--- src/rtl/pwr_save_pkg.sv ---
package pwr_save_pkg;

	// register indices on the plain register port
	localparam logic [7:0] ADDR_POWER_CONTROL = 8'h87;
	localparam logic [7:0] ADDR_WAKE_CONTROL = 8'h91;

	// power_control fields
	localparam int BIT_IDLE = 0;
	localparam int BIT_STOP = 1;
	// wake_control fields
	localparam int BIT_REF_KEEP = 0;
	localparam int BIT_FAST_SEL = 1;
	localparam int BIT_FAST_ACTIVE = 2;

	localparam logic [7:0] POWER_CONTROL_RESET = 8'h00;
	localparam logic [7:0] READ_ZERO = 8'h00;
	localparam logic [15:0] RESET_VECTOR = 16'h0000;

	// crystal start-up: counted in external crystal clocks
	localparam int XTAL_START_CYCLES = 65536;
	localparam logic [16:0] XTAL_START_LAST = 17'(XTAL_START_CYCLES - 1);
	localparam logic [16:0] COUNT_ZERO = 17'h0_0000;

	typedef enum logic [2:0] {
		MODE_RUN,
		MODE_IDLE,
		MODE_STOP,
		MODE_XTAL_WAIT,
		MODE_FAST_RUN
	} power_mode_t;

	typedef struct packed {
		logic addr_latch_strobe;
		logic program_store_strobe;
		logic [7:0] port_zero_out;
		logic [7:0] port_zero_oe;
		logic [7:0] port_two_out;
		logic [7:0] port_two_oe;
		logic port_two_weak;
	} bus_pins_t;

	typedef struct packed {
		logic [7:0] port_zero;
		logic [7:0] port_two;
		logic [7:0] next_opcode;
		logic [7:0] next_addr_high;
		logic external_program;
	} bus_source_t;

endpackage

--- src/rtl/idle_stop_power_controller.sv ---
// Summary of operation
// - setting idle bit freezes program counter after the setting instruction; in fast-oscillator run the bit clears but idle is not entered
// - idle keeps all clocks running; any interrupt can end idle
// - enabled interrupt in idle vectors and clears idle bit in hardware
// - return_from_interrupt resumes after the instruction that entered saving
// - any reset ends idle; restart with no added delay
// - watchdog keeps counting in idle; software must service it
// - stop bit halts processor and stops all on-chip clocks
// - crystal drive amplifier disabled in stop
// - only non-clocked interrupts wake stop; clocked ones ignored
// - power-fail interrupt wakes stop only with reference keep set
// - stop interrupt wake fetches that interrupt's vector
// - external reset always ends stop; watchdog reset never acts in stop
// - supply dip in stop resets only when reference keep is set
// - power-on reset always acts, restarting at 0000h
// - without fast oscillator select, wait 65,536 crystal cycles after stop
// - same start-up count with an external oscillator module
// - in idle/stop strobes high; internal execution drives port registers
// - port zero showing its register acts as open drain
// - external execution idle: port zero drives opcode, port two address high
// - external execution stop: port two through weak pull-ups only
// - fast oscillator select: run at once, switch to crystal after 65,536 cycles
// - re-entering stop on fast oscillator stops both oscillators
// - fast_osc_active set while fast oscillator clocks, clear on crystal
// - only power-on reset clears fast oscillator select
// - stop bit is bit 1 of power_control
module idle_stop_power_controller
	import pwr_save_pkg::*;
(
	// clock and reset
	input wire logic mclk_in,
	input wire logic rst_in,
	// reset sources, asynchronous to the core
	input wire logic por_in,
	input wire logic ext_reset_pin_in,
	input wire logic supply_dip_in,
	input wire logic watchdog_reset_in,
	// crystal clock ticks while the amplifier runs
	input wire logic xtal_tick_in,
	// interrupt logic
	input wire logic irq_pending_in,
	input wire logic irq_clocked_in,
	input wire logic irq_power_fail_in,
	input wire logic [15:0] irq_vector_in,
	// cpu core
	input wire logic instr_done_in,
	input wire logic [15:0] return_addr_in,
	// register port
	input wire logic [7:0] reg_addr_in,
	input wire logic [7:0] reg_wdata_in,
	input wire logic reg_wr_in,
	input wire logic reg_rd_in,
	output logic [7:0] reg_rdata_out,
	// bus pin sources
	input wire bus_source_t bus_src_in,
	// core control
	output logic cpu_hold_out,
	output logic core_reset_out,
	output logic vector_take_out,
	output logic [15:0] vector_addr_out,
	output logic [15:0] resume_addr_out,
	output logic periph_clk_en_out,
	output logic xtal_amp_en_out,
	output logic fast_osc_en_out,
	output logic clk_sel_fast_out,
	// pins
	output bus_pins_t pins_out
);

	power_mode_t mode;
	logic [7:0] power_control;
	logic ref_keep;
	logic fast_sel;
	logic [16:0] xtal_count;
	logic [1:0] por_sync, ext_sync, dip_sync, wd_sync;
	logic [1:0] xtal_sync;
	logic xtal_seen;
	logic idle_req, stop_req, reset_any, stop_wake, irq_stop_ok;

	function automatic logic reg_hit(input logic [7:0] a, input logic [7:0] target);
		return a == target;
	endfunction

	// open drain and weak pull-up both actively pull only the zeros
	function automatic logic [7:0] low_drive(input logic [7:0] v);
		return ~v;
	endfunction

	// asynchronous pins pass two flops before use
	// the edge history resets low, matching the crystal pin at rest
	always_ff @(posedge mclk_in or posedge rst_in) begin
		if (rst_in) begin
			por_sync <= 2'h0;
			ext_sync <= 2'h0;
			dip_sync <= 2'h0;
			wd_sync <= 2'h0;
			xtal_sync <= 2'h0;
			xtal_seen <= 1'b0;
		end else begin
			por_sync <= {por_sync[0], por_in};
			ext_sync <= {ext_sync[0], ext_reset_pin_in};
			dip_sync <= {dip_sync[0], supply_dip_in};
			wd_sync <= {wd_sync[0], watchdog_reset_in};
			xtal_sync <= {xtal_sync[0], xtal_tick_in};
			xtal_seen <= xtal_sync[1];
		end
	end

	logic xtal_edge;
	assign xtal_edge = xtal_sync[1] & ~xtal_seen;

	logic in_stop;
	assign in_stop = (mode == MODE_STOP);

	// shared views of the mode, read by several outputs
	logic in_idle, in_fast, in_xtal_wait;
	assign in_idle = (mode == MODE_IDLE);
	assign in_fast = (mode == MODE_FAST_RUN);
	assign in_xtal_wait = (mode == MODE_XTAL_WAIT);

	// start-up count ends on the edge that brings it to the full count
	logic xtal_done;
	assign xtal_done = xtal_edge && (xtal_count == XTAL_START_LAST);

	// resets: watchdog has no clock in stop, dip only with reference kept
	// with the reference off no monitor runs, so a dip in stop goes unseen
	always_comb begin
		reset_any = por_sync[1] | ext_sync[1];
		if (in_stop) begin
			reset_any = reset_any | (dip_sync[1] & ref_keep);
		end else begin
			reset_any = reset_any | dip_sync[1] | wd_sync[1];
		end
	end

	// only unclocked sources reach the wake path in stop
	// power-fail needs the monitor alive, hence reference keep as well
	assign irq_stop_ok = irq_pending_in & ~irq_clocked_in
		& (~irq_power_fail_in | ref_keep);
	assign stop_wake = in_stop & irq_stop_ok;

	// mode requests taken when the setting instruction completes
	assign stop_req = power_control[BIT_STOP] & instr_done_in;
	assign idle_req = power_control[BIT_IDLE] & ~power_control[BIT_STOP]
		& instr_done_in;

	// the status bit of wake_control has no flop behind it; writes to it drop
	logic wr_pc, wr_wc;
	assign wr_pc = reg_wr_in & reg_hit(reg_addr_in, ADDR_POWER_CONTROL);
	assign wr_wc = reg_wr_in & reg_hit(reg_addr_in, ADDR_WAKE_CONTROL);

	logic wake_vector;
	assign wake_vector = ((mode == MODE_IDLE) & irq_pending_in) | stop_wake;

	// a crystal wake must not let the core fetch before the start-up count ends
	logic take_now;
	assign take_now = (wake_vector & ~(stop_wake & ~fast_sel))
		| (in_xtal_wait & xtal_done);

	// power_control: a software write in the wake cycle wins over the clear
	always_ff @(posedge mclk_in or posedge rst_in) begin
		if (rst_in) begin
			power_control <= POWER_CONTROL_RESET;
		end else if (reset_any) begin
			power_control <= POWER_CONTROL_RESET;
		end else if (wr_pc) begin
			power_control <= reg_wdata_in;
		end else if (wake_vector) begin
			power_control[BIT_IDLE] <= 1'b0;
			power_control[BIT_STOP] <= 1'b0;
		end else if (idle_req | stop_req) begin
			// bits consumed as the request is taken, even in fast run where idle is not entered
			power_control[BIT_IDLE] <= 1'b0;
			power_control[BIT_STOP] <= 1'b0;
		end
	end

	// reference keep clears on any reset; select survives all but power-on
	// so a system woken by reset keeps its fast restart
	always_ff @(posedge mclk_in or posedge rst_in) begin
		if (rst_in) begin
			ref_keep <= 1'b0;
			fast_sel <= 1'b0;
		end else begin
			if (reset_any) begin
				ref_keep <= 1'b0;
			end else if (wr_wc) begin
				ref_keep <= reg_wdata_in[BIT_REF_KEEP];
			end
			if (por_sync[1]) begin
				fast_sel <= 1'b0;
			end else if (wr_wc) begin
				fast_sel <= reg_wdata_in[BIT_FAST_SEL];
			end
		end
	end

	// mode sequencer
	// any reset returns straight to run; the core is held by core_reset_out
	always_ff @(posedge mclk_in or posedge rst_in) begin
		if (rst_in) begin
			mode <= MODE_RUN;
		end else if (reset_any) begin
			mode <= MODE_RUN;
		end else begin
			case (mode)
				MODE_RUN: begin
					if (stop_req) begin
						mode <= MODE_STOP;
					end else if (idle_req) begin
						mode <= MODE_IDLE;
					end
				end
				MODE_IDLE: begin
					if (irq_pending_in) begin
						mode <= MODE_RUN;
					end
				end
				MODE_STOP: begin
					if (stop_wake) begin
						mode <= fast_sel ? MODE_FAST_RUN : MODE_XTAL_WAIT;
					end
				end
				MODE_XTAL_WAIT: begin
					if (xtal_done) begin
						mode <= MODE_RUN;
					end
				end
				MODE_FAST_RUN: begin
					// a short task may stop again before the crystal settles
					if (stop_req) begin
						mode <= MODE_STOP;
					end else if (xtal_done) begin
						mode <= MODE_RUN;
					end
				end
				default: begin
					mode <= MODE_RUN;
				end
			endcase
		end
	end

	// crystal start-up count in crystal cycles, cleared on every stop entry
	// so a short wake never inherits a partial count from the previous one
	always_ff @(posedge mclk_in or posedge rst_in) begin
		if (rst_in) begin
			xtal_count <= COUNT_ZERO;
		end else if (mode == MODE_XTAL_WAIT || mode == MODE_FAST_RUN) begin
			if (xtal_edge) begin
				xtal_count <= xtal_count + 17'h0_0001;
			end
		end else begin
			xtal_count <= COUNT_ZERO;
		end
	end

	// vector pulse and address to the core
	always_ff @(posedge mclk_in or posedge rst_in) begin
		if (rst_in) begin
			vector_take_out <= 1'b0;
			vector_addr_out <= RESET_VECTOR;
		end else begin
			vector_take_out <= take_now & ~reset_any;
			if (reset_any) begin
				vector_addr_out <= RESET_VECTOR;
			end else if (wake_vector) begin
				// latched at wake; a crystal wake pulses vector_take_out only after start-up
				vector_addr_out <= irq_vector_in;
			end
		end
	end

	// return address taken as the setting instruction completes
	always_ff @(posedge mclk_in or posedge rst_in) begin
		if (rst_in) begin
			resume_addr_out <= RESET_VECTOR;
		end else if (idle_req | stop_req) begin
			resume_addr_out <= return_addr_in;
		end
	end

	// core control
	always_ff @(posedge mclk_in or posedge rst_in) begin
		if (rst_in) begin
			cpu_hold_out <= 1'b0;
			core_reset_out <= 1'b1;
		end else begin
			core_reset_out <= reset_any;
			// hold covers the crystal wait: no fetch until the count completes
			cpu_hold_out <= in_idle | in_stop | in_xtal_wait;
		end
	end

	// peripheral clocks and crystal amplifier; both run in idle
	always_ff @(posedge mclk_in or posedge rst_in) begin
		if (rst_in) begin
			periph_clk_en_out <= 1'b1;
			xtal_amp_en_out <= 1'b1;
		end else begin
			// watchdog stays clocked in idle; servicing is software's job
			periph_clk_en_out <= ~in_stop;
			xtal_amp_en_out <= ~in_stop;
		end
	end

	// fast oscillator: on only until the crystal has counted its start-up
	always_ff @(posedge mclk_in or posedge rst_in) begin
		if (rst_in) begin
			fast_osc_en_out <= 1'b0;
			clk_sel_fast_out <= 1'b0;
		end else begin
			fast_osc_en_out <= in_fast;
			clk_sel_fast_out <= in_fast;
		end
	end

	// pin states while saving power
	logic saving;
	assign saving = (mode == MODE_IDLE) | in_stop;

	always_ff @(posedge mclk_in or posedge rst_in) begin
		if (rst_in) begin
			pins_out <= '0;
		end else if (saving) begin
			pins_out.addr_latch_strobe <= 1'b1;
			pins_out.program_store_strobe <= 1'b1;
			pins_out.port_two_weak <= 1'b0;
			if (bus_src_in.external_program && mode == MODE_IDLE) begin
				// external fetch in idle: the bus keeps showing the next opcode
				pins_out.port_zero_out <= bus_src_in.next_opcode;
				pins_out.port_zero_oe <= 8'hFF;
				pins_out.port_two_out <= bus_src_in.next_addr_high;
				pins_out.port_two_oe <= 8'hFF;
			end else begin
				// open drain: drive only the zeros
				pins_out.port_zero_out <= bus_src_in.port_zero;
				pins_out.port_zero_oe <= low_drive(bus_src_in.port_zero);
				pins_out.port_two_out <= bus_src_in.port_two;
				if (bus_src_in.external_program) begin
					// weak pull-ups: a one rises slowly once stop is entered
					pins_out.port_two_oe <= low_drive(bus_src_in.port_two);
					pins_out.port_two_weak <= 1'b1;
				end else begin
					pins_out.port_two_oe <= 8'hFF;
				end
			end
		end else begin
			// running: the core owns the bus, pins rest quiet here
			pins_out <= '0;
			pins_out.addr_latch_strobe <= 1'b1;
			pins_out.program_store_strobe <= 1'b1;
		end
	end

	// read data one cycle after the strobe; unmapped reads zero
	// cycles without a read show zero so stale data never lingers
	always_ff @(posedge mclk_in or posedge rst_in) begin
		if (rst_in) begin
			reg_rdata_out <= READ_ZERO;
		end else if (reg_rd_in) begin
			if (reg_hit(reg_addr_in, ADDR_POWER_CONTROL)) begin
				reg_rdata_out <= power_control;
			end else if (reg_hit(reg_addr_in, ADDR_WAKE_CONTROL)) begin
				reg_rdata_out <= READ_ZERO;
				reg_rdata_out[BIT_REF_KEEP] <= ref_keep;
				reg_rdata_out[BIT_FAST_SEL] <= fast_sel;
				reg_rdata_out[BIT_FAST_ACTIVE] <= (mode == MODE_FAST_RUN);
			end else begin
				reg_rdata_out <= READ_ZERO;
			end
		end else begin
			reg_rdata_out <= READ_ZERO;
		end
	end

endmodule

--- config.mk ---
export PLATFORM = sky130hd
export DESIGN_NAME = idle_stop_power_controller
export DESIGN_NICKNAME = d
export VERILOG_FILES = /design/src/rtl/pwr_save_pkg.sv /design/src/rtl/idle_stop_power_controller.sv
export SDC_FILE = /design/constraint.sdc
export NUM_CORES = 1
export LEC_CHECK = 0
export ABC_CLOCK_PERIOD_IN_PS = 5300
export BUFFER_PORTS_ARGS = -buffer_cell sky130_fd_sc_hd__buf_4
export CAP_MARGIN = 20
export CORE_MARGIN = 2
export CORE_UTILIZATION = 35
export DETAILED_ROUTE_END_ITERATION = 6
export SLEW_MARGIN = 10
export SYNTH_ARGS = -nofsm -noshare
export SYNTH_HDL_FRONTEND = slang
export SYNTH_SLANG_ARGS = --single-unit
--- constraint.sdc ---
create_clock -name mclk_in -period 5.3 [get_ports mclk_in]
set_clock_uncertainty 0.2 [all_clocks]
set_input_delay 0.795 -clock mclk_in [delete_from_list [all_inputs] [get_ports mclk_in]]
set_output_delay 0.795 -clock mclk_in [all_outputs]
set_load 0.02 [all_outputs]
==> summary.json, run 1 <==
{
  "drt-pass1-iter-count": {"value": 4},
  "netSwitchingPower": {"value": 437, "unit": "µW"},
  "drt-total-wl": {"value": 11600, "unit": "µm"},
  "clock_tree.root_cell": {"value": "sky130_fd_sc_hd__clkbuf_16"},
  "hpwl": {"value": 8310, "unit": "µm"},
  "cts-resized-gates": {"value": 0},
  "setup-violations-final": {"value": 0},
  "yosysWarnings": {"value": 0},
  "post_synth_inst_count": {"value": 390},
  "clk_latency": {"value": 410, "unit": "ps"},
  "outcome": {"value": "finished clean"},
  "finalHoldViolCount": {"value": 0},
  "reg2reg_slack": {"value": 2930, "unit": "ps"},
  "initial_utilization": {"value": 35.7, "unit": "%"},
  "critical_path_required": {"value": 5430, "unit": "ps"},
  "design_power_total": {"value": 2.33, "unit": "mW"},
  "placement.io_buffers": {"value": 175},
  "comb_pwr_share": {"value": 4.2, "unit": "%"},
  "grt.met1_usage": {"value": 22.6, "unit": "%"},
  "clock_tree.buffer_depth": {"value": 2},
  "clock_power_share": {"value": 56.1, "unit": "%"},
  "final_antenna_net_count": {"value": 0},
  "route.detailed.drc": {"value": 0},
  "gr-usage-met3": {"value": 5.66, "unit": "%"},
  "nNetsFinal": {"value": 664},
  "grt_antenna_before_repair": {"value": 0},
  "grt_first_pass_wirelength": {"value": 18600, "unit": "µm"},
  "final.min_clock_period": {"value": 2370, "unit": "ps"},
  "ys_types": {"value": 58},
  "antenna_cells_inserted": {"value": 0},
  "fill_cells": {"value": 1187},
  "dp.cells": {"value": 723},
  "postSynthNetCount": {"value": 486},
  "cts_hold_repair.buffers": {"value": 0},
  "power_frac_seq": {"value": 39.7, "unit": "%"},
  "number_of_flops_mapped_to_enable_cells_by_yosys": {"value": 0},
  "syn2layout_area_growth": {"value": 45.4, "unit": "%"},
  "dr.first_iter.drc_count": {"value": 243},
  "slew_headroom": {"value": 45.7, "unit": "%"},
  "htree_levels": {"value": 4},
  "vias_in_the_first_global_route": {"value": 3702},
  "synth-seq-cells": {"value": 120},
  "synth_area_leaders": {"value": "sky130_fd_sc_hd__dfrtp_1 (62%), sky130_fd_sc_hd__a21oi_1 (4.4%), sky130_fd_sc_hd__a22o_1 (4.1%)"},
  "postLayoutCellArea": {"value": 6880, "unit": "µm²"},
  "worst_setup_path_end_kind": {"value": "flop"},
  "placement_cell_area": {"value": 6170, "unit": "µm²"},
  "final_cell_mix": {"value": "sky130_fd_sc_hd__buf_4 (178), sky130_fd_sc_hd__dfrtp_1 (118), sky130_fd_sc_hd__nand2_1 (43), sky130_fd_sc_hd__a21oi_1 (42), sky130_fd_sc_hd__a22o_1 (22)"},
  "timing.final.crit_share": {"value": 44.7, "unit": "%"},
  "internal_power": {"value": 1.89, "unit": "mW"},
  "ff_latch_area": {"value": 3010, "unit": "µm²"},
  "power_leakage": {"value": 3.46, "unit": "nW"},
  "final_cells": {"value": 757},
  "mostFrequentLayoutCell": {"value": "sky130_fd_sc_hd__buf_4"},
  "syn_avg_cell_area": {"value": 12.1, "unit": "µm²"},
  "total_i_o_pin_count": {"value": 176},
  "grt_setup_unrepaired": {"value": "false"},
  "asr_flop_ratio_synth": {"value": 100, "unit": "%"},
  "actual_slew_at_the_worst_max_slew_pin": {"value": 813, "unit": "ps"},
  "clk_pin_slew": {"value": 50, "unit": "ps"},
  "setup_tns": {"value": 0, "unit": "ps"},
  "grt_overflow_total": {"value": 0},
  "syn-cell-area": {"value": 4730, "unit": "µm²"},
  "timing.fmax": {"value": 0.422, "unit": "GHz"},
  "chipWidth": {"value": 120, "unit": "µm"},
  "critPathKind": {"value": "flop to flop"},
  "grt_start_max_net_pins": {"value": 90},
  "globalRoute.busiestLayer": {"value": "met2"},
  "num_vias": {"value": 3657},
  "p_sw_share": {"value": 18.8, "unit": "%"},
  "yosysSeqAreaShare": {"value": 63.6, "unit": "%"},
  "fin_worst_setup_slack": {"value": 2930, "unit": "ps"},
  "timing.critical_path.arrival": {"value": 2500, "unit": "ps"},
  "cts-buffers-inserted": {"value": 17},
  "clock-sinks": {"value": 120},
  "post_cts_setup_buffers": {"value": 0},
  "cp_max_fo": {"value": 12},
  "floorplan.die_area": {"value": 14500, "unit": "µm²"},
  "hp-class": {"value": "flop to flop"},
  "viasPerCell": {"value": 4.83},
  "slew_limit_fails": {"value": 0},
  "global_route.usage.met2": {"value": 24.9, "unit": "%"},
  "grt_util_all_layers": {"value": 16.8, "unit": "%"},
  "power.density": {"value": 339, "unit": "nW/µm²"},
  "yosysTopAreaCellShare": {"value": 62.5, "unit": "%"},
  "rows": {"value": 42},
  "worst_ir_drop_vdd": {"value": 0.162, "unit": "mV"},
  "gp_routability_congestion": {"value": 0.822},
  "critPathLaunchType": {"value": "flop"},
  "route.detailed.wl_per_inst": {"value": 15.3, "unit": "µm"},
  "core_region_area": {"value": 13200, "unit": "µm²"},
  "final_core_util": {"value": 51.9, "unit": "%"},
  "maxCapViolations": {"value": 0},
  "post_route_cells_drive_above_1_share": {"value": 40.8, "unit": "%"},
  "synth_ff_type": {"value": "sky130_fd_sc_hd__dfrtp_1"},
  "cts_tree": {"value": "done"},
  "die_h": {"value": 120, "unit": "µm"},
  "post_place_setup_slack": {"value": 2750, "unit": "ps"},
  "multi_input_comb_area": {"value": 1570, "unit": "µm²"},
  "hold-worst-slack": {"value": 145, "unit": "ps"},
  "synth_top_cell_by_area": {"value": "sky130_fd_sc_hd__dfrtp_1"}
}
[critical path: stages (launching register included)]
cell                      delay [ps]
sky130_fd_sc_hd__dfrtp_1         370
sky130_fd_sc_hd__nor2b_1         660
sky130_fd_sc_hd__nand2_1         360
sky130_fd_sc_hd__or4_1           550
sky130_fd_sc_hd__a21oi_1         160
[kinds of logic after synthesis]
group | synth area share [%]
other | 0.0793
buffers and inverters | 3.15
adder cells (fa/ha/maj) | 0.529
multiplexers | 4.45
XOR/XNOR | 1.85
flip-flops | 63.6
AND/OR/NAND/NOR | 13.6
AO/OA/AOI/OAI | 12.8
[power by group through the flow]
stage | clock (mW) | combinational, mW | sequential [mW]
4_1_cts | 1.33 | 0.0973 | 0.925
3_3_place_gp | 0 | 0.0964 | 0.941
6_report | 1.31 | 0.0975 | 0.926
3_5_place_dp | 0 | 0.0969 | 0.941
5_1_grt | 1.39 | 0.108 | 0.925
2_1_floorplan | 0 | 0.0284 | 0.941
[registers in the layout (all words and copies together), names as in the netlist, 2 cells and up]
| signal | cells |
|---|---|
| dip_sync | 2 |
| pins_out | 34 |
| ext_sync | 2 |
| mode | 3 |
| reg_rdata_out | 8 |
| wd_sync | 2 |
| xtal_count | 17 |
| por_sync | 2 |
| power_control | 8 |
| vector_addr_out | 16 |
| xtal_sync | 2 |
| resume_addr_out | 16 |
[per-layer routing]
| metal | up-vias | wire length (µm) |
|---|---|---|
| li1 | 1733 | - |
| met1 | 1765 | 4990 |
| met2 | 144 | 5490 |
| met3 | 15 | 929 |
| met4 | 0 | 211 |
| met5 | - | 0 |
[cell type report]
class | count | share of cell area, %
multi-input cells | 243 | 22.9
inverters | 6 | 0.364
well taps | 176 | 3.20
repair buffers | 180 | 20.1
flip-flops and latches | 120 | 43.7
clock inverters | 9 | 2.84
clock buffers | 23 | 6.95
[final timing paths]
kind                                   startpoint                         end  cells past startpoint
setup / recovery           xtal_sync[1]$_DFF_PP0_  xtal_count[11]$_DFFE_PP0P_                      4
hold / removal              dip_sync[0]$_DFF_PP0_       dip_sync[1]$_DFF_PP0_                      0
setup reg to reg           xtal_sync[1]$_DFF_PP0_  xtal_count[11]$_DFFE_PP0P_                      4
hold reg to reg             dip_sync[0]$_DFF_PP0_       dip_sync[1]$_DFF_PP0_                      0
max in group asynchronous                  rst_in      pins_out[19]$_DFF_PP0_                      4
min in group asynchronous                  rst_in      pins_out[29]$_DFF_PP0_                      2
[Yosys cell counts, types with 2 or more instances]
cell / n
sky130_fd_sc_hd__a22oi_1: 3
sky130_fd_sc_hd__nand2_1: 43
sky130_fd_sc_hd__mux2i_1: 3
sky130_fd_sc_hd__o31ai_1: 4
sky130_fd_sc_hd__nor3b_1: 2
sky130_fd_sc_hd__xnor2_1: 2
sky130_fd_sc_hd__nand3_1: 7
sky130_fd_sc_hd__inv_1: 6
sky130_fd_sc_hd__a21oi_1: 42
sky130_fd_sc_hd__buf_2: 4
sky130_fd_sc_hd__mux2_2: 16
sky130_fd_sc_hd__and2_1: 8
sky130_fd_sc_hd__dfstp_2: 2
sky130_fd_sc_hd__nand2b_1: 2
sky130_fd_sc_hd__and3_1: 2
sky130_fd_sc_hd__nor2b_1: 9
sky130_fd_sc_hd__dfrtp_1: 118
sky130_fd_sc_hd__nor2_1: 20
sky130_fd_sc_hd__a32o_1: 2
sky130_fd_sc_hd__nand4_1: 6
sky130_fd_sc_hd__or4_1: 3
sky130_fd_sc_hd__a211oi_1: 2
sky130_fd_sc_hd__buf_6: 3
sky130_fd_sc_hd__clkbuf_1: 4
sky130_fd_sc_hd__or3_1: 3
sky130_fd_sc_hd__o21ai_0: 3
sky130_fd_sc_hd__xor2_1: 8
sky130_fd_sc_hd__nand4b_1: 2
sky130_fd_sc_hd__a22o_1: 22
sky130_fd_sc_hd__nor3_1: 2
sky130_fd_sc_hd__buf_4: 5
sky130_fd_sc_hd__buf_1: 4
sky130_fd_sc_hd__ha_1: 2
sky130_fd_sc_hd__a31oi_1: 2
Power figures use the tool's default switching activity.
==> run 2: changes to the inputs <==
--- a/config.mk
+++ b/config.mk
@@ -5,7 +5,7 @@
 export SDC_FILE = /design/constraint.sdc
 export NUM_CORES = 1
 export LEC_CHECK = 0
-export ABC_CLOCK_PERIOD_IN_PS = 5300
+export ABC_CLOCK_PERIOD_IN_PS = 2100
 export BUFFER_PORTS_ARGS = -buffer_cell sky130_fd_sc_hd__buf_4
 export CAP_MARGIN = 20
 export CORE_MARGIN = 2
==> constraint.sdc (replaced) <==
create_clock -name mclk_in -period 2.1 [get_ports mclk_in]
set_clock_uncertainty 0.2 [all_clocks]
set_input_delay 0.315 -clock mclk_in [delete_from_list [all_inputs] [get_ports mclk_in]]
set_output_delay 0.315 -clock mclk_in [all_outputs]
set_load 0.02 [all_outputs]
==> run 2 against run 1 <==
  * Die area unchanged
  * Worst hold slack got worse by 48 ps
  * First-iteration DRC count decreased by 20%
  * Final cell count increased by 12%
  * Wire length increased by 9.7%
==> summary.json, run 2 (synthesis gave the netlist of run 1 again) <==
{
  "timing.fmax": {"value": 0.493, "unit": "GHz", "change": "was 0.422 GHz"},
  "dr.first_iter.drc_count": {"value": 195, "change": "was 243"},
  "num_vias": {"value": 4045, "change": "was 3657"},
  "outcome": {"value": "finished clean", "change": "unchanged"},
  "floorplan.die_area": {"value": 14500, "unit": "µm²", "change": "unchanged"},
  "route.detailed.wl_per_inst": {"value": 15.0, "unit": "µm", "change": "was 15.3 µm"},
  "total_i_o_pin_count": {"value": 176, "change": "unchanged"},
  "worst_ir_drop_vdd": {"value": 0.409, "unit": "mV", "change": "was 0.162 mV"},
  "power_frac_seq": {"value": 42.2, "unit": "%", "change": "was 39.7%"},
  "cts-buffers-inserted": {"value": 17, "change": "unchanged"},
  "mostFrequentLayoutCell": {"value": "sky130_fd_sc_hd__buf_4", "change": "unchanged"},
  "critPathMaxStageDelay": {"value": 410, "unit": "ps", "change": "was 660 ps"},
  "power.density": {"value": 717, "unit": "nW/µm²", "change": "was 339 nW/µm²"},
  "critical_path_required": {"value": 2200, "unit": "ps", "change": "was 5430 ps"},
  "slew_headroom": {"value": 55.6, "unit": "%", "change": "was 45.7%"},
  "largest_registers": {"value": "pins_out (34), xtal_count (17)", "change": "unchanged"},
  "fill_cells": {"value": 1105, "change": "was 1187"},
  "ff_latch_area": {"value": 3010, "unit": "µm²", "change": "unchanged"},
  "comb_pwr_share": {"value": 6.8, "unit": "%", "change": "was 4.2%"},
  "post_route_cells_drive_above_1_share": {"value": 38.1, "unit": "%", "change": "was 40.8%"},
  "drt-pass1-iter-count": {"value": 4, "change": "unchanged"},
  "cp_max_fo": {"value": 5, "change": "was 12"},
  "clk_pin_slew": {"value": 50, "unit": "ps", "change": "about the same"},
  "grt_antenna_before_repair": {"value": 0, "change": "unchanged"},
  "clock_tree.root_cell": {"value": "sky130_fd_sc_hd__clkbuf_16", "change": "unchanged"},
  "htree_levels": {"value": 4, "change": "unchanged"},
  "clock-sinks": {"value": 120, "change": "unchanged"},
  "final_cell_mix": {"value": "sky130_fd_sc_hd__buf_4 (192), sky130_fd_sc_hd__dfrtp_1 (118), sky130_fd_sc_hd__dlygate4sd3_1 (81), sky130_fd_sc_hd__nand2_1 (43), sky130_fd_sc_hd__a21oi_1 (42)", "change": "was sky130_fd_sc_hd__buf_4 (178), sky130_fd_sc_hd__dfrtp_1 (118), sky130_fd_sc_hd__nand2_1 (43), sky130_fd_sc_hd__a21oi_1 (42), sky130_fd_sc_hd__a22o_1 (22)"},
  "clk_latency": {"value": 410, "unit": "ps", "change": "about the same"},
  "timing.critical_path.cells": {"value": "nand4_1 -> or2_2 -> nor3_2 -> ha_2 -> a21oi_1 -> a311oi_2 -> o31ai_1", "change": "was nor2b_1 -> nand2_1 -> or4_1 -> a21oi_1"},
  "maxCapViolations": {"value": 0, "change": "unchanged"},
  "register_name_with_the_most_flops": {"value": "pins_out", "change": "unchanged"},
  "hpwl": {"value": 8150, "unit": "µm", "change": "was 8310 µm"},
  "grt_util_all_layers": {"value": 18.0, "unit": "%", "change": "was 16.8%"},
  "timing.final.crit_share": {"value": 96.7, "unit": "%", "change": "was 44.7%"},
  "setup-violations-final": {"value": 0, "change": "unchanged"},
  "vias_in_the_first_global_route": {"value": 4076, "change": "was 3702"},
  "final_antenna_net_count": {"value": 0, "change": "unchanged"},
  "multi_input_comb_area": {"value": 1590, "unit": "µm²", "change": "was 1570 µm²"},
  "worst_setup_path_end_kind": {"value": "flop", "change": "unchanged"},
  "placement.io_buffers": {"value": 175, "change": "unchanged"},
  "core_region_area": {"value": 13200, "unit": "µm²", "change": "unchanged"},
  "p_sw_share": {"value": 20.2, "unit": "%", "change": "was 18.8%"},
  "largest_register_ffs": {"value": 34, "change": "unchanged"},
  "die_h": {"value": 120, "unit": "µm", "change": "unchanged"},
  "critPathKind": {"value": "flop to flop", "change": "unchanged"},
  "final_core_util": {"value": 58.3, "unit": "%", "change": "was 51.9%"},
  "timing.critical_path.arrival": {"value": 2130, "unit": "ps", "change": "was 2500 ps"},
  "chipWidth": {"value": 120, "unit": "µm", "change": "unchanged"},
  "clock_power_share": {"value": 50.9, "unit": "%", "change": "was 56.1%"},
  "viasPerCell": {"value": 4.75, "change": "was 4.83"},
  "route.detailed.drc": {"value": 0, "change": "unchanged"},
  "cts_tree": {"value": "done", "change": "unchanged"},
  "grt_first_pass_wirelength": {"value": 20100, "unit": "µm", "change": "was 18600 µm"},
  "clock_tree.buffer_depth": {"value": 2, "change": "unchanged"},
  "slew_limit_fails": {"value": 0, "change": "unchanged"},
  "netSwitchingPower": {"value": 1.12, "unit": "mW", "change": "was 437 µW"},
  "power_leakage": {"value": 3.83, "unit": "nW", "change": "was 3.46 nW"},
  "actual_slew_at_the_worst_max_slew_pin": {"value": 665, "unit": "ps", "change": "was 813 ps"},
  "hp-class": {"value": "input port to flop", "change": "was flop to flop"},
  "finalHoldViolCount": {"value": 0, "change": "unchanged"},
  "final.min_clock_period": {"value": 2030, "unit": "ps", "change": "was 2370 ps"},
  "grt_setup_unrepaired": {"value": "true", "change": "was false"},
  "antenna_cells_inserted": {"value": 0, "change": "unchanged"},
  "critPathLaunchType": {"value": "flop", "change": "unchanged"},
  "rows": {"value": 42, "change": "unchanged"},
  "grt_start_max_net_pins": {"value": 121, "change": "was 90"},
  "design_power_total": {"value": 5.53, "unit": "mW", "change": "was 2.33 mW"},
  "slowest_stage": {"value": "sky130_fd_sc_hd__dfrtp_1", "change": "was sky130_fd_sc_hd__nor2b_1"},
  "grt_overflow_total": {"value": 0, "change": "unchanged"},
  "syn2layout_area_growth": {"value": 63.3, "unit": "%", "change": "was 45.4%"},
  "initial_utilization": {"value": 35.7, "unit": "%", "change": "unchanged"},
  "gp_routability_congestion": {"value": 0.809, "change": "was 0.822"},
  "drt-total-wl": {"value": 12700, "unit": "µm", "change": "was 11600 µm"},
  "internal_power": {"value": 4.41, "unit": "mW", "change": "was 1.89 mW"},
  "nNetsFinal": {"value": 759, "change": "was 664"}
}
## run 2: power by group through the flow
stage               Clock (mW)  Sequential [mW]  Combinational [mW]
finish                    2.82             2.34               0.378
global placement             0             2.37               0.250
global route              3.00             2.33               0.409
detailed placement           0             2.37               0.253
floorplan                    0             2.38              0.0721
CTS                       2.89             2.33               0.377
## run 2: layer usage
layer,vias up,GRT usage (%),wire [µm]
met5,-,0,0
met4,0,7.19,228
met3,18,5.99,847
met2,143,29.2,6390
met1,1970,22.1,5270
li1,1914,-,-
## run 2: cell type report
| cell class | count | area share (%) |
|---|---|---|
| tap | 176 | 2.85 |
| timing repair buffer | 275 | 29.7 |
| sequential | 120 | 38.9 |
| clock inverter | 9 | 1.26 |
| clock buffer | 22 | 6.27 |
| multi-input combinational | 243 | 20.6 |
| inverter | 6 | 0.340 |
## run 2: critical path: cells and delay by family (launching register included)
family,cells,cell delay (ps)
AOI/OAI and AO/OA,3,400
and+or+nand+nor,3,680
adders and majority gates,1,230
DFF,1,410
## run 2: metrics by stage
step / instances / cell area (µm²) / TNS [ps] / worst slack, ps / hold WS (ps)
6_report: 851 / 7720 / 0 / 69.6 / 96.4
5_1_grt: 851 / 7720 / -70.7 / -70.7 / 100
4_1_cts: 850 / 7680 / 0 / 27.6 / 79.8
3_5_place_dp: 738 / 6290 / 0 / 34.9 / 136
3_3_place_gp: 738 / 6290 / 0 / 134 / 136
2_1_floorplan: 390 / 4730 / 0 / 117 / 131
## run 2: what timing repair did
action,4_1_cts,5_1_grt
buffers inserted,0,1
endpoints found under the setup margin,0,25
hold buffers,81,0
endpoints found under the hold margin,201,0
resized for setup,0,4
## run 2: final timing paths
check / startpoint / end / slack (ps) / depth (start not counted)
worst min-delay path: reg_addr_in[2] / reg_rdata_out[1]$_DFF_PP0_ / 100 / 4
max in group asynchronous: rst_in / pins_out[26]$_DFF_PP0_ / 740 / 4
worst max-delay path: xtal_count[11]$_DFFE_PP0P_ / mode[1]$_DFFE_PP0P_ / 70 / 7
worst max register to register: xtal_count[11]$_DFFE_PP0P_ / mode[1]$_DFFE_PP0P_ / 70 / 7
min in group asynchronous: rst_in / resume_addr_out[4]$_DFFE_PP0P_ / 440 / 4
worst min register to register: dip_sync[0]$_DFF_PP0_ / dip_sync[1]$_DFF_PP0_ / 140 / 0
